===== src/include/etf_params.svh =====
// Constants of the event force and flag block: offsets, field
// positions and reset values.
// Assumes inclusion by bare name from the package and the modules.
`ifndef ETF_PARAMS_SVH
`define ETF_PARAMS_SVH

// Register offsets on the plain register port
`define ETF_OFS_SEL 4'h0
`define ETF_OFS_FLG 4'h1
`define ETF_OFS_CLR 4'h2
`define ETF_OFS_FRC 4'h3
`define ETF_OFS_ISTAT 4'h4
`define ETF_OFS_IMASK 4'h5

// Field positions shared by select, flag, clear, force and status
`define ETF_BIT_INT 0
`define ETF_BIT_CONVERSION_START_A 2
`define ETF_BIT_CONVERSION_START_B 3

// Widths and reset values
`define ETF_ADDR_W 4
`define ETF_DATA_W 16
`define ETF_RST_REG 16'h0000
`define ETF_RST_EVT 4'h0

`endif


===== src/include/etf_pkg.sv =====
// Types of the event force and flag block.
// Assumes the params header is on the include path.
`include "etf_params.svh"

package etf_pkg;

  // Event bits in register layout: bit 3, bit 2, bit 1 (unused), bit 0
  typedef struct packed {
    logic conversion_start_b;
    logic conversion_start_a;
    logic rsv;
    logic intr;
  } etf_evt_t;

  // One request on the register port
  typedef struct packed {
    logic [`ETF_ADDR_W-1:0] addr;
    logic [`ETF_DATA_W-1:0] wdata;
    logic wr;
    logic rd;
  } etf_req_t;

  // Interrupt gate states, one-hot
  typedef enum logic [2:0] {
    ETF_IDLE = 3'b001,
    ETF_FLAG = 3'b010,
    ETF_PEND = 3'b100
  } etf_gate_st_t;

endpackage : etf_pkg


===== src/rtl/etf_int_gate.sv =====
// Interrupt gate: latched interrupt flag, one pending slot, pulse out.
// Assumes request, force and clear are one-cycle pulses on CORE_CLK.
`timescale 1ns/100ps
`default_nettype none

module etf_int_gate
  import etf_pkg::*;
(
  // Clock and reset
  input wire logic clk,
  input wire logic rst_n,
  // Enabled interrupt event, raw force, flag clear
  input wire logic req,
  input wire logic frc,
  input wire logic clr,
  // Flag, pending slot and interrupt pulse
  output logic flag,
  output logic pend,
  output logic fire
);

  typedef struct packed {
    etf_gate_st_t st;
    logic fire;
  } etf_gate_t;

  etf_gate_t s_q;
  etf_gate_t s_d;

  // Next state: flag blocks pulses, one event may wait behind it
  always_comb begin
    s_d = s_q;
    s_d.fire = 1'b0;
    case (s_q.st)
      ETF_IDLE: begin
        if (req) begin
          s_d.st = ETF_FLAG;
          s_d.fire = 1'b1;
        end else if (frc) begin
          s_d.st = ETF_FLAG;
        end
      end
      ETF_FLAG: begin
        if (clr) begin
          if (req) begin
            s_d.fire = 1'b1; // Event beats the clear
            s_d.st = ETF_FLAG;
          end else if (frc) begin
            s_d.st = ETF_FLAG;
          end else begin
            s_d.st = ETF_IDLE;
          end
        end else if (req) begin
          s_d.st = ETF_PEND;
        end
      end
      ETF_PEND: begin
        if (clr) begin
          s_d.fire = 1'b1;
          s_d.st = req ? ETF_PEND : ETF_FLAG;
        end
      end
      default: s_d.st = ETF_IDLE;
    endcase
  end

  // State register
  always_ff @(posedge clk or negedge rst_n) begin
    if (!rst_n) begin
      s_q <= '{st: ETF_IDLE, fire: 1'b0};
    end else begin
      s_q <= s_d;
    end
  end

  assign flag = (s_q.st != ETF_IDLE);
  assign pend = (s_q.st == ETF_PEND);
  assign fire = s_q.fire;
endmodule : etf_int_gate

`default_nettype wire


===== src/rtl/etf_core.sv =====
// Event force and flag logic: select, flag, clear and force registers,
// conversion-start pulses, interrupt pulse and a level interrupt line.
// Assumes upstream event pulses and the register port are synchronous
// to CORE_CLK, and strobes are single cycles, never both at once.
`timescale 1ns/100ps
`default_nettype none
`include "etf_params.svh"

// How it works
// - Forced B pulses only when B enabled
// - Forced A pulses only when A enabled
// - Forced interrupt fires only when enabled
// - Any force sets its flag always
// - Force zeros ignored, force reads zero
// - Clear ones clear flags, read zero
// - Set interrupt flag blocks further pulses
// - One interrupt held pending until clear
// - Conversion pulses continue despite set flags
module etf_core
  import etf_pkg::*;
(
  // Clock and reset
  input wire logic CORE_CLK,
  input wire logic RESET_N,
  // Register port
  input wire etf_req_t REG_REQ,
  output logic [`ETF_DATA_W-1:0] REG_RDATA,
  // Natural events from the event selection stage
  input wire etf_evt_t EVT_IN,
  // Conversion-start and module interrupt pulses
  output logic CONV_START_A,
  output logic CONV_START_B,
  output logic PWM_IRQ,
  // Level interrupt from sticky status and mask
  output logic IRQ
);

  typedef struct packed {
    etf_evt_t sel;
    logic conversion_start_a_flg;
    logic conversion_start_b_flg;
    logic conversion_start_a_out;
    logic conversion_start_b_out;
    etf_evt_t istat;
    etf_evt_t imask;
    logic irq;
    logic [`ETF_DATA_W-1:0] rdata;
  } etf_core_t;

  etf_core_t s_q;
  etf_core_t s_d;

  // Keeps only the defined event bits of a data word
  function automatic etf_evt_t evt_of(input logic [`ETF_DATA_W-1:0] w);
    etf_evt_t e;
    e.conversion_start_b = w[`ETF_BIT_CONVERSION_START_B];
    e.conversion_start_a = w[`ETF_BIT_CONVERSION_START_A];
    e.rsv = 1'b0;
    e.intr = w[`ETF_BIT_INT];
    return e;
  endfunction : evt_of

  // Widens an event set to a data word, unused bits zero
  function automatic logic [`ETF_DATA_W-1:0] word_of(input etf_evt_t e);
    logic [`ETF_DATA_W-1:0] w;
    w = `ETF_RST_REG;
    w[`ETF_BIT_CONVERSION_START_B] = e.conversion_start_b;
    w[`ETF_BIT_CONVERSION_START_A] = e.conversion_start_a;
    w[`ETF_BIT_INT] = e.intr;
    return w;
  endfunction : word_of

  // Address hits for a write
  logic wr_sel;
  logic wr_clr;
  logic wr_frc;
  logic wr_istat;
  logic wr_imask;
  etf_evt_t wevt;
  etf_evt_t frc;
  etf_evt_t clr;
  etf_evt_t occ;
  etf_evt_t flags;
  logic int_flag;
  logic int_pend;
  logic int_fire;

  // Write decode; in clear, force and status writes ones act, zeros do nothing
  always_comb begin
    wevt = evt_of(REG_REQ.wdata);
    wr_sel = 1'b0;
    wr_clr = 1'b0;
    wr_frc = 1'b0;
    wr_istat = 1'b0;
    wr_imask = 1'b0;
    if (!REG_REQ.wr) begin
      wr_sel = 1'b0;
    end else if (REG_REQ.addr == `ETF_OFS_SEL) begin
      wr_sel = 1'b1;
    end else if (REG_REQ.addr == `ETF_OFS_CLR) begin
      wr_clr = 1'b1;
    end else if (REG_REQ.addr == `ETF_OFS_FRC) begin
      wr_frc = 1'b1;
    end else if (REG_REQ.addr == `ETF_OFS_ISTAT) begin
      wr_istat = 1'b1;
    end else if (REG_REQ.addr == `ETF_OFS_IMASK) begin
      wr_imask = 1'b1;
    end
    frc = wr_frc ? wevt : etf_evt_t'(`ETF_RST_EVT);
    clr = wr_clr ? wevt : etf_evt_t'(`ETF_RST_EVT);
  end

  // Event occurrence: natural pulse or force, same path and timing
  assign occ.conversion_start_b = EVT_IN.conversion_start_b | frc.conversion_start_b;
  assign occ.conversion_start_a = EVT_IN.conversion_start_a | frc.conversion_start_a;
  assign occ.rsv = 1'b0;
  assign occ.intr = EVT_IN.intr | frc.intr;

  // Interrupt flag, pending slot and pulse
  etf_int_gate u_gate (
    .clk (CORE_CLK),
    .rst_n (RESET_N),
    .req (occ.intr & s_q.sel.intr),
    .frc (frc.intr),
    .clr (clr.intr),
    .flag (int_flag),
    .pend (int_pend),
    .fire (int_fire)
  );

  // Flag register view as software reads it
  always_comb begin
    flags.conversion_start_b = s_q.conversion_start_b_flg;
    flags.conversion_start_a = s_q.conversion_start_a_flg;
    flags.rsv = 1'b0;
    flags.intr = int_flag;
  end

  // Next state of the register file and outputs
  always_comb begin
    s_d = s_q;
    if (wr_sel) begin
      s_d.sel = wevt;
    end
    if (wr_imask) begin
      s_d.imask = wevt;
    end
    // Pulses go out the cycle after the event, flags do not gate them,
    s_d.conversion_start_a_out = occ.conversion_start_a & s_q.sel.conversion_start_a;
    s_d.conversion_start_b_out = occ.conversion_start_b & s_q.sel.conversion_start_b;
    // A flag sets on a pulse or on any force; set beats clear
    s_d.conversion_start_a_flg = (s_q.conversion_start_a_flg & ~clr.conversion_start_a) | s_d.conversion_start_a_out
      | frc.conversion_start_a;
    s_d.conversion_start_b_flg = (s_q.conversion_start_b_flg & ~clr.conversion_start_b) | s_d.conversion_start_b_out
      | frc.conversion_start_b;
    // Sticky status, write one to clear, a new event wins
    s_d.istat.conversion_start_b = (s_q.istat.conversion_start_b & ~(wr_istat & wevt.conversion_start_b))
      | s_d.conversion_start_b_out;
    s_d.istat.conversion_start_a = (s_q.istat.conversion_start_a & ~(wr_istat & wevt.conversion_start_a))
      | s_d.conversion_start_a_out;
    s_d.istat.rsv = 1'b0;
    s_d.istat.intr = (s_q.istat.intr & ~(wr_istat & wevt.intr))
      | int_fire;
    s_d.irq = |(s_d.istat & s_d.imask);
    // Read data valid only in the cycle after the read strobe
    s_d.rdata = `ETF_RST_REG;
    if (!REG_REQ.rd) begin
      s_d.rdata = `ETF_RST_REG;
    end else if (REG_REQ.addr == `ETF_OFS_SEL) begin
      s_d.rdata = word_of(s_q.sel);
    end else if (REG_REQ.addr == `ETF_OFS_FLG) begin
      s_d.rdata = word_of(flags);
    end else if (REG_REQ.addr == `ETF_OFS_ISTAT) begin
      s_d.rdata = word_of(s_q.istat);
    end else if (REG_REQ.addr == `ETF_OFS_IMASK) begin
      s_d.rdata = word_of(s_q.imask);
    end else begin
      s_d.rdata = `ETF_RST_REG; // Clear, force, unmapped read zero
    end
  end

  // State register
  always_ff @(posedge CORE_CLK or negedge RESET_N) begin
    if (!RESET_N) begin
      s_q <= '{sel: `ETF_RST_EVT, conversion_start_a_flg: 1'b0, conversion_start_b_flg: 1'b0,
        conversion_start_a_out: 1'b0, conversion_start_b_out: 1'b0, istat: `ETF_RST_EVT,
        imask: `ETF_RST_EVT, irq: 1'b0, rdata: `ETF_RST_REG};
    end else begin
      s_q <= s_d;
    end
  end

  // Outputs straight from flip-flops
  assign REG_RDATA = s_q.rdata;
  assign CONV_START_A = s_q.conversion_start_a_out;
  assign CONV_START_B = s_q.conversion_start_b_out;
  assign PWM_IRQ = int_fire;
  assign IRQ = s_q.irq;
endmodule : etf_core

`default_nettype wire


===== config.mk =====
export PLATFORM = sky130hd
export DESIGN_NAME = etf_core
export DESIGN_NICKNAME = d
export VERILOG_FILES = /design/src/include/etf_pkg.sv /design/src/rtl/etf_int_gate.sv /design/src/rtl/etf_core.sv
export VERILOG_INCLUDE_DIRS = /design/src /design/src/include
export SDC_FILE = /design/constraint.sdc
export NUM_CORES = 1
export LEC_CHECK = 0
export ABC_AREA = 1
export BUFFER_PORTS_ARGS = -buffer_cell sky130_fd_sc_hd__buf_2
export CAP_MARGIN = 10
export CORE_ASPECT_RATIO = 0.6
export CORE_UTILIZATION = 40
export DETAILED_ROUTE_END_ITERATION = 6
export PLACE_DENSITY = 0.68
export SLEW_MARGIN = 25
export SYNTH_ARGS = -nofsm -noshare
export SYNTH_HDL_FRONTEND = slang
export SYNTH_SLANG_ARGS = --single-unit

===== constraint.sdc =====
create_clock -name CORE_CLK -period 1.53 [get_ports CORE_CLK]
set_clock_uncertainty 0.05 [all_clocks]
set_input_delay 0.153 -clock CORE_CLK [delete_from_list [all_inputs] [get_ports CORE_CLK]]
set_output_delay 0.153 -clock CORE_CLK [all_outputs]
set_load 0.01 [all_outputs]

==> results of run 1 <==
-- logic make-up after synthesis --
kind of cell | count (synthesis) | synth area share, %
simple gates | 63 | 29.3
buf+inv | 36 | 15.8
compound gates | 25 | 12.3
flops | 21 | 42.3
other cells | 1 | 0.301
-- placed cells by master (no fill, tap or decap), types with 5 or more instances in the layout --
| master | netlist | routed |
|---|---|---|
| nand2_1 | 25 | 25 |
| dfrtp_1 | 20 | 20 |
| buf_2 | 0 | 20 |
| inv_1 | 14 | 14 |
| conb_1 | 1 | 13 |
| nand3_1 | 8 | 8 |
| a31oi_1 | 6 | 6 |
| o21ai_0 | 6 | 6 |
| nor2_1 | 6 | 6 |
| o21ai_1 | 6 | 6 |
| nand2_2 | 5 | 5 |
-- power groups by stage --
stage	clock network, W	logic (W)	registers, W
3_3_place_gp	0	0.000462	0.000748
4_1_cts	0.000371	0.000488	0.000742
6_report	0.000369	0.000489	0.000744
5_1_grt	0.000402	0.000558	0.000755
2_1_floorplan	0	0.000376	0.000743
3_5_place_dp	0	0.000485	0.000750
-- critical path: stages (launching register included) --
cell and delay, ns:
dfstp_2 0.52, inv_1 0.06, nor3_2 0.16, inv_1 0.12, nor2_1 0.18, nor2_2 0.06
nand2_1 0.06, nand2_1 0.05
-- worst paths after layout --
path                                                start                        end  cells after the start  slack [ns]
worst max-delay path            u_gate.s_q[1]$_DFFE_PN1P_  u_gate.s_q[3]$_DFFE_PN0P_                      7        0.17
worst max register to register  u_gate.s_q[1]$_DFFE_PN1P_  u_gate.s_q[3]$_DFFE_PN0P_                      7        0.17
max in group asynchronous                         RESET_N  u_gate.s_q[1]$_DFFE_PN1P_                      2        0.76
min in group asynchronous                         RESET_N     CONV_START_A$_DFF_PN0_                      2        0.31
worst min-delay path                           REG_REQ[0]     REG_RDATA[2]$_DFF_PN0_                      3        0.13
worst min register to register          s_q[17]$_DFF_PN0_          s_q[17]$_DFF_PN0_                      1        0.48
-- layout make-up --
class                           instances  area [µm²]  share of cell area (%)
Sequential cell                        21         527                    38.1
Timing Repair Buffer                   21         110                    7.96
Tap cell                               42        52.6                    3.80
Multi-Input combinational cell        101         572                    41.3
Clock inverter                          1        5.00                   0.362
Inverter                               20        76.3                    5.52
Clock buffer                            3        41.3                    2.98
-- timing repair --
| action | in CTS | in global routing |
|---|---|---|
| hold buffers | 1 | 0 |
| resized for setup | 0 | 1 |
| hold endpoints to repair | 20 | 0 |
| endpoints found under the setup margin | 0 | 2 |
-- registers in the layout, summed over array words and instances (netlist names) --
name,flops
IRQ,1
u_gate.fire,1
REG_RDATA,3
flags,2
s_q,9
u_gate.s_q,3
CONV_START_B,1
CONV_START_A,1
-- per-layer routing --
layer | wire (µm) | global-route usage, % | part of all wire [%] | up-vias
li1 | - | - | - | 489
met5 | 0 | 0 | 0 | -
met1 | 1300 | 25.9 | 50 | 492
met3 | 174 | 5.36 | 6.7 | 2
met2 | 1110 | 25.8 | 43 | 32
met4 | 7 | 2.31 | 0.27 | 0
-- per-stage QoR --
| step | area (µm²) | cells | utilization [%] | hold WS [ns] |
|---|---|---|---|---|
| final | 1380 | 209 | 47.6 | 0.127 |
| after global routing | 1380 | 209 | 47.6 | 0.147 |
| after CTS | 1380 | 209 | 47.4 | 0.115 |
| after detailed placement | 1320 | 204 | 45.5 | 0.0907 |
| after global placement | 1320 | 204 | 45.5 | 0.0739 |
| after floorplan | 1290 | 158 | - | -0.193 |
==> impl_results.md, run 1 <==
- Routed WL per cell: 12.4 µm
- Grt total ovfl: 0
- Yosys warns: 0
- RSZ-0062 raised after global routing: false
- Power Internal: 0.00104 W
- Critical Path RT: 1.63 ns
- TNS Setup: 0 ns
- Share of Yosys cell area claimed by the top area cell type: 40.2%
- Fmax achieved: 735 MHz
- Final Cycle Share: 89.0%
- Syn Inst Count: 146
- Remaining antenna violation count: 0
- Seq pwr share: 46.5%
- Final Max Slew Viols: 0
- Area grow syn2layout: 11.2%
- Clock slew at reported path FFs: 0.07 ns
- Sequential fraction of the synthesis area: 42.3%
- Largest net degree at the start of global routing: 22
- Peak supply drop: 0.000451 V
- CTS max path bufs: 2
- Leakage power: 0.706 nW
- Avg Cell Area, Syn: 8.53 µm²
- Max-cap violations: 0
- CP Max Fanout: 4
- Count leader, synth: nand2_1
- Final Critical Period: 1.36 ns
- Core area: 2910 µm²
- Sw power: 0.000557 W
- Vias: 1015
- Comb power frac: 30.5%
- Outcome: finished, final reports clean
- Vias in the first global route: 902
- CTS root buf: clkbuf_8
- Setup violators final: 0
- Die area: 3350 µm²
- Asr flop ratio synth: 100%
- First-pass GRT wire length: 4290 µm
- Worst-Skew Late Latency: 0.27 ns
- Synth area leader: dfrtp_1
- Port Buffers: 20
- Routed vias/inst: 4.86
- Fin. Hold Viols: 0
- Num CTS Buffers: 3
- Synth area leaders: dfrtp_1, buf_4, nand2_1
- Synth Flop Type: dfrtp_1
- Pre-CTS setup slack: 0.0458 ns
- Rows: 15
- Boundary Pins: 48
- Die X-Extent: 74.0 µm
- Final WL: 2590 µm
- Top cells by instance count after synthesis: nand2_1, dfrtp_1, buf_4
- CP Launch Type: flip-flop
- Hold Path Class: input port to flip-flop
- WP data arrival: 1.47 ns
- CTS Sinks: 21
- DPL Wire Length: 2060 µm
- Total GRT Usage: 17.5%
- Sw Ratio: 34.8%
- #FFs+latches synth: 21
- Crit end category: flip-flop
- Distinct cells, synth: 29
- Post-synth EDFFs: 0
- H-tree levels: 1
- Fin worst setup slack: 0.169 ns
- Layout cells sized above 1: 31.1%
- CP Class: flip-flop to flip-flop
- Mapped Area: 1240 µm²
- TritonCTS clock tree: done
- Remaining DRCs: 0
- # nets final: 196
- Die Y: 45.2 µm
- Initial antenna violation count: 0
- Pre-Repair DR Iteration Count: 4
- Fillers: 307
- Cell Pwr Density: 1160 nW/µm²
- Clock power frac: 23.0%
- Power Total: 0.00160 W
- Initial DRC count: 48
- Initial Util: 42.8%
- N_diodes: 0
- Post-CTS Setup Bufs: 0
- Placer Congestion: 0.821
Power figures use the tool's default switching activity.
==> inputs of run 2 (changes only) <==
clock period = 1.6 ns   (was 1.53 ns; I/O delays follow)
==> run 2 against run 1 <==
Clock power decreased by 5.7%. Critical path depth unchanged. Combinational power decreased by 4.5%. Routed wire length decreased by 1.5%. First-iteration DRC count increased by 10%. Largest cell class unchanged. Flip-flop and latch count unchanged. Utilization unchanged. Sequential power decreased by 4.2%.
==> impl_results.md, run 2 (same netlist as run 1, synthesis figures left out) <==
- Placed insts: 204
- WP data arrival: 1.50 ns
- Die X-Extent: 74.0 µm
- Storage element area: 527 µm²
- Commonest non-fill, non-tap cell in the layout: nand2_1
- Largest net degree at the start of global routing: 22
- Initial antenna violation count: 0
- Max-cap violations: 0
- Routed vias/inst: 4.83
- Utilization after layout: 47.6%
- Placer Congestion: 0.822
- Leakage power: 0.706 nW
- Routed WL per cell: 12.2 µm
- Crit end category: flip-flop
- CTS max path bufs: 2
- Commonest cells after routing, fill and taps aside: nand2_1, dfrtp_1, buf_2
- Initial DRC count: 53
- Remaining antenna violation count: 0
- CP Launch Type: flip-flop
- Final Cycle Share: 87.5%
- Die Y: 45.2 µm
- Multi-input logic area: 572 µm²
- Slowest CP cell: dfstp_2
- Peak supply drop: 0.000442 V
- Grt total ovfl: 0
- Outcome: finished, final reports clean
- Core area: 2910 µm²
- Clock slew at reported path FFs: 0.08 ns
- Largest register FFs: 9
- Final cell count without fillers: 209
- Num CTS Buffers: 3
- Initial Util: 42.8%
- TritonCTS clock tree: done
- Area grow syn2layout: 11.2%
- Hold Path Class: input port to flip-flop
- Vias in the first global route: 869
- RSZ-0062 raised after global routing: false
- Boundary Pins: 48
- Cell Area, Placed: 1320 µm²
- CP Max Fanout: 4
- Vias: 1010
- Reg with most FFs: s_q
- CTS root buf: clkbuf_8
- Remaining DRCs: 0
- Number of buffers and inverters on the critical path: 2
- First-pass GRT wire length: 4210 µm
- Rows: 15
- Port Buffers: 20
- Die area: 3350 µm²
- Total GRT Usage: 17.1%
- N_diodes: 0
- Setup violators final: 0
- Critical Path RT: 1.70 ns
- Pre-Repair DR Iteration Count: 4
- Crit-path max cell delay: 0.52 ns
- Final Max Slew Viols: 0
- H-tree levels: 1
- Worst path top cell family by delay: simple AND/OR/NAND/NOR gates
- Final WL: 2550 µm
- Layout cells sized above 1: 31.1%
- # nets final: 196
- Final Critical Period: 1.40 ns
- Fillers: 303
- Design Area, Final: 1380 µm²
- Fin. Hold Viols: 0
- Fmax achieved: 714 MHz
- CP Class: flip-flop to flip-flop
- Power Total: 0.00153 W
- TNS Setup: 0 ns
- Cell Pwr Density: 1100 nW/µm²
- Worst-Skew Late Latency: 0.26 ns
- DPL Wire Length: 2040 µm
- Worst-path cell chain: inv_1 -> nor3_2 -> inv_1 -> nor2_1 -> nor2_2 -> nand2_1 -> nand2_1
- CTS Sinks: 21
[run 2: cell counts in the layout (fill, tap and decap cells not counted)]
Identical to the previous run, type by type.
[run 2: final timing paths]
path                                                 from                   endpoint  slack, ns  depth (start not counted)
worst min-delay path                            EVT_IN[3]     CONV_START_B$_DFF_PN0_       0.13                          3
max in group asynchronous                         RESET_N  u_gate.s_q[1]$_DFFE_PN1P_       0.82                          2
min in group asynchronous                         RESET_N     CONV_START_A$_DFF_PN0_       0.33                          2
worst max register to register  u_gate.s_q[1]$_DFFE_PN1P_  u_gate.s_q[3]$_DFFE_PN0P_       0.20                          7
worst max-delay path            u_gate.s_q[1]$_DFFE_PN1P_  u_gate.s_q[3]$_DFFE_PN0P_       0.20                          7
worst min register to register      u_gate.fire$_DFF_PN0_          s_q[21]$_DFF_PN0_       0.47                          2
[run 2: cell type report]
class	count	share of cell area, %
clock buffers	3	2.98
multi-input cells	101	41.3
well taps	42	3.80
clock inverters	1	0.362
repair buffers	21	7.96
flip-flops and latches	21	38.1
inverters	20	5.52
[run 2: worst reg2reg max path: cells and delay by family (launching register included)]
kind / cells / cell delay (ns)
and+or+nand+nor: 5 / 0.53
DFF: 1 / 0.52
buffers and inverters: 2 / 0.19
[run 2: per-layer routing]
metal | vias to the layer above | part of all wire [%] | global-route usage (%)
li1 | 486 | - | -
met1 | 484 | 51 | 26.1
met2 | 38 | 42 | 24.2
met3 | 2 | 6.4 | 5.80
met4 | 0 | 0.27 | 1.15
met5 | - | 0 | 0
[run 2: timing repair]
action	in CTS	in global routing
endpoints found under the hold margin	20	0
buffers inserted	0	0
gates resized for setup	0	1
hold buffers	1	0
setup endpoints to repair	0	2
[run 2: report_power, final]
part	internal, W	total, W	switching, W
combinational	0.000178	0.000467	0.000289
sequential	0.000647	0.000713	0.0000658
clock	0.000174	0.000348	0.000175
total	0.000999	0.00153	0.000529
[run 2: metrics by stage]
| stage | setup WS, ns | hold slack, ns |
|---|---|---|
| floorplan | 0.338 | -0.186 |
| detailed placement | 0.108 | 0.101 |
| global placement | 0.197 | 0.0809 |
| global route | 0.0870 | 0.133 |
| finish | 0.200 | 0.130 |
| CTS | 0.0945 | 0.121 |
==> inputs of run 3 (changes only) <==
ABC_AREA = unset   (was 1)
==> run 3 against run 2 <==
First-iteration DRC count rose to 2.8 times the previous value. Area after synthesis down 0.20%. Combinational power decreased by 11%. Routed wire length is 6.6% higher. Via count is 0.99% lower. Synthesized cell count fell by 15%. Total power decreased by 1.9%. Register-to-register slack worse by 0.14 ns. Fmax fell by 9.1%. Setup slack got worse by 0.14 ns.
==> impl_results.md, run 3 <==
- Outcome: finished, final reports clean
- Reg with most FFs: s_q
- Die Y: 45.2 µm
- CP Class: flip-flop to flip-flop
- Mapped Area: 1240 µm²
- Worst-Skew Late Latency: 0.26 ns
- Die area: 3340 µm²
- Distinct cells, synth: 42
- Avg Cell Area, Syn: 10.0 µm²
- Number of buffers and inverters on the critical path: 0
- DPL Wire Length: 2050 µm
- Top cells by instance count after synthesis: dfrtp_1, buf_4, inv_1, nand2_1, nor2_1
- Critical Path RT: 1.74 ns
- TritonCTS clock tree: done
- #FFs+latches synth: 21
- Num CTS Buffers: 3
- Commonest cells after routing, fill and taps aside: dfrtp_1, buf_2, conb_1
- Power Total: 0.00150 W
- CTS Sinks: 21
- Final Max Slew Viols: 0
- Crit-path max cell delay: 0.54 ns
- Fmax achieved: 649 MHz
- Pre-CTS setup slack: -0.0576 ns
- Largest register FFs: 9
- Cts repair resizes: 0
- Synth area leader: dfrtp_1
- Remaining DRCs: 0
- Placer Congestion: 0.879
- Worst-path cell chain: and2_1 -> a41oi_4 -> or4b_4 -> a21oi_2
- Fillers: 286
- Layout cells sized above 1: 31.8%
- Crit end category: flip-flop
- Synth area leaders: dfrtp_1, buf_4, mux2i_1
- CP Max Fanout: 4
- First-pass GRT wire length: 4310 µm
- Hold_sp: REG_REQ[0]
- Cell Pwr Density: 1040 nW/µm²
- Routed vias/inst: 5.18
- Hold Path Class: input port to flip-flop
- Fin worst setup slack: 0.0594 ns
- Worst r2r src: s_q[29]$_DFFE_PN0P_
- Initial antenna violation count: 0
- Asr flop ratio synth: 100%
- CTS root buf: clkbuf_8
- Die X-Extent: 74.0 µm
- Final WL: 2720 µm
- Rows: 15
- Grt total ovfl: 0
- Critical Path Source: s_q[29]$_DFFE_PN0P_
- Initial Util: 42.7%
- Leakage power: 0.700 nW
- WP data arrival: 1.68 ns
- Port Buffers: 20
- Worst path top cell family by delay: simple AND/OR/NAND/NOR gates
- CP Launch Type: flip-flop
- H-tree levels: 1
- Peak supply drop: 0.000551 V
- Final Critical Period: 1.54 ns
- RSZ-0062 raised after global routing: false
- Total GRT Usage: 18.1%
- Boundary Pins: 48
- Count leader, synth: dfrtp_1
- Share of Yosys cell area claimed by the top area cell type: 40.3%
- Slowest CP cell: or4b_4
- Hold Slack: 0.112 ns
- Vias in the first global route: 909
- Largest net degree at the start of global routing: 22
- Fin. Hold Viols: 0
- Final Cycle Share: 96.3%
- Routed WL per cell: 14.1 µm
- Post-synth EDFFs: 0
- N_diodes: 0
- Yosys warns: 0
- Clock slew at reported path FFs: 0.08 ns
- Max-cap violations: 0
- Synth Flop Type: dfrtp_1
- Syn Inst Count: 124
- Area grow syn2layout: 15.6%
- Initial DRC count: 151
- Placed insts: 188
- CTS max path bufs: 2
- Setup violators final: 0
- Remaining antenna violation count: 0
- Final cell count without fillers: 193
- Vias: 1000
- # nets final: 180
- Post-CTS Setup Bufs: 0
- Sequential fraction of the synthesis area: 42.4%
- Pre-Repair DR Iteration Count: 4
- Core area: 2910 µm²
==> run 3: kinds of logic after synthesis <==
kind of cell | count (synthesis) | share of synthesized area [%]
compound gates | 27 | 18.1
buf+inv | 30 | 14.5
flops | 21 | 42.4
mux | 8 | 6.75
other cells | 1 | 0.302
simple gates | 37 | 17.9
==> run 3: path summary, 6_finish.rpt <==
check | end | cells after the start | slack, ns
min in group asynchronous | REG_RDATA[0]$_DFF_PN0_ | 2 | 0.33
setup / recovery | u_gate.s_q[3]$_DFFE_PN0P_ | 4 | 0.06
hold reg to reg | s_q[24]$_DFF_PN0_ | 2 | 0.47
hold / removal | REG_RDATA[3]$_DFF_PN0_ | 2 | 0.11
max in group asynchronous | u_gate.s_q[1]$_DFFE_PN1P_ | 2 | 0.82
setup reg to reg | u_gate.s_q[3]$_DFFE_PN0P_ | 4 | 0.06
==> run 3: layer usage <==
metal | vias up | part of all wire [%] | global-route usage (%)
li1 | 474 | - | -
met1 | 490 | 52 | 26.3
met2 | 34 | 41 | 26.2
met3 | 2 | 5.9 | 5.36
met4 | 0 | 0.77 | 4.62
met5 | - | 0 | 0
==> run 3: report_power, final <==
group          internal [W]  switching, W  leakage (nW)
Sequential         0.000641     0.0000951         0.250
Combinational      0.000202      0.000213         0.424
Clock              0.000174      0.000174        0.0255
==> run 3: worst reg2reg max path, stage by stage (launching register included) <==
cell,delay [ns]
dfrtp_1,0.43
and2_1,0.25
a41oi_4,0.06
or4b_4,0.54
a21oi_2,0.14
==> run 3: repair_timing <==
item / 4_1_cts / 5_1_grt
endpoints found under the hold margin: 20 / 0
setup endpoints to repair: 0 / 0
hold buffers: 1 / 0
==> run 3: final cells by class <==
class,instances,area (µm²),share of cell area [%]
clock buffer,3,41.3,2.87
clock inverter,1,5.00,0.348
inverter,8,30.0,2.09
multi-input combinational,85,581,40.4
sequential,21,527,36.7
tap,42,52.6,3.66
timing repair buffer,33,200,13.9
==> run 3: through the flow <==
stage	cell area (µm²)	utilization (%)	setup TNS [ns]
finish	1440	49.4	0
global route	1440	49.4	0
CTS	1440	49.4	0
detailed placement	1380	47.4	-0.104
global placement	1380	47.4	-0.0667
floorplan	1290	-	0
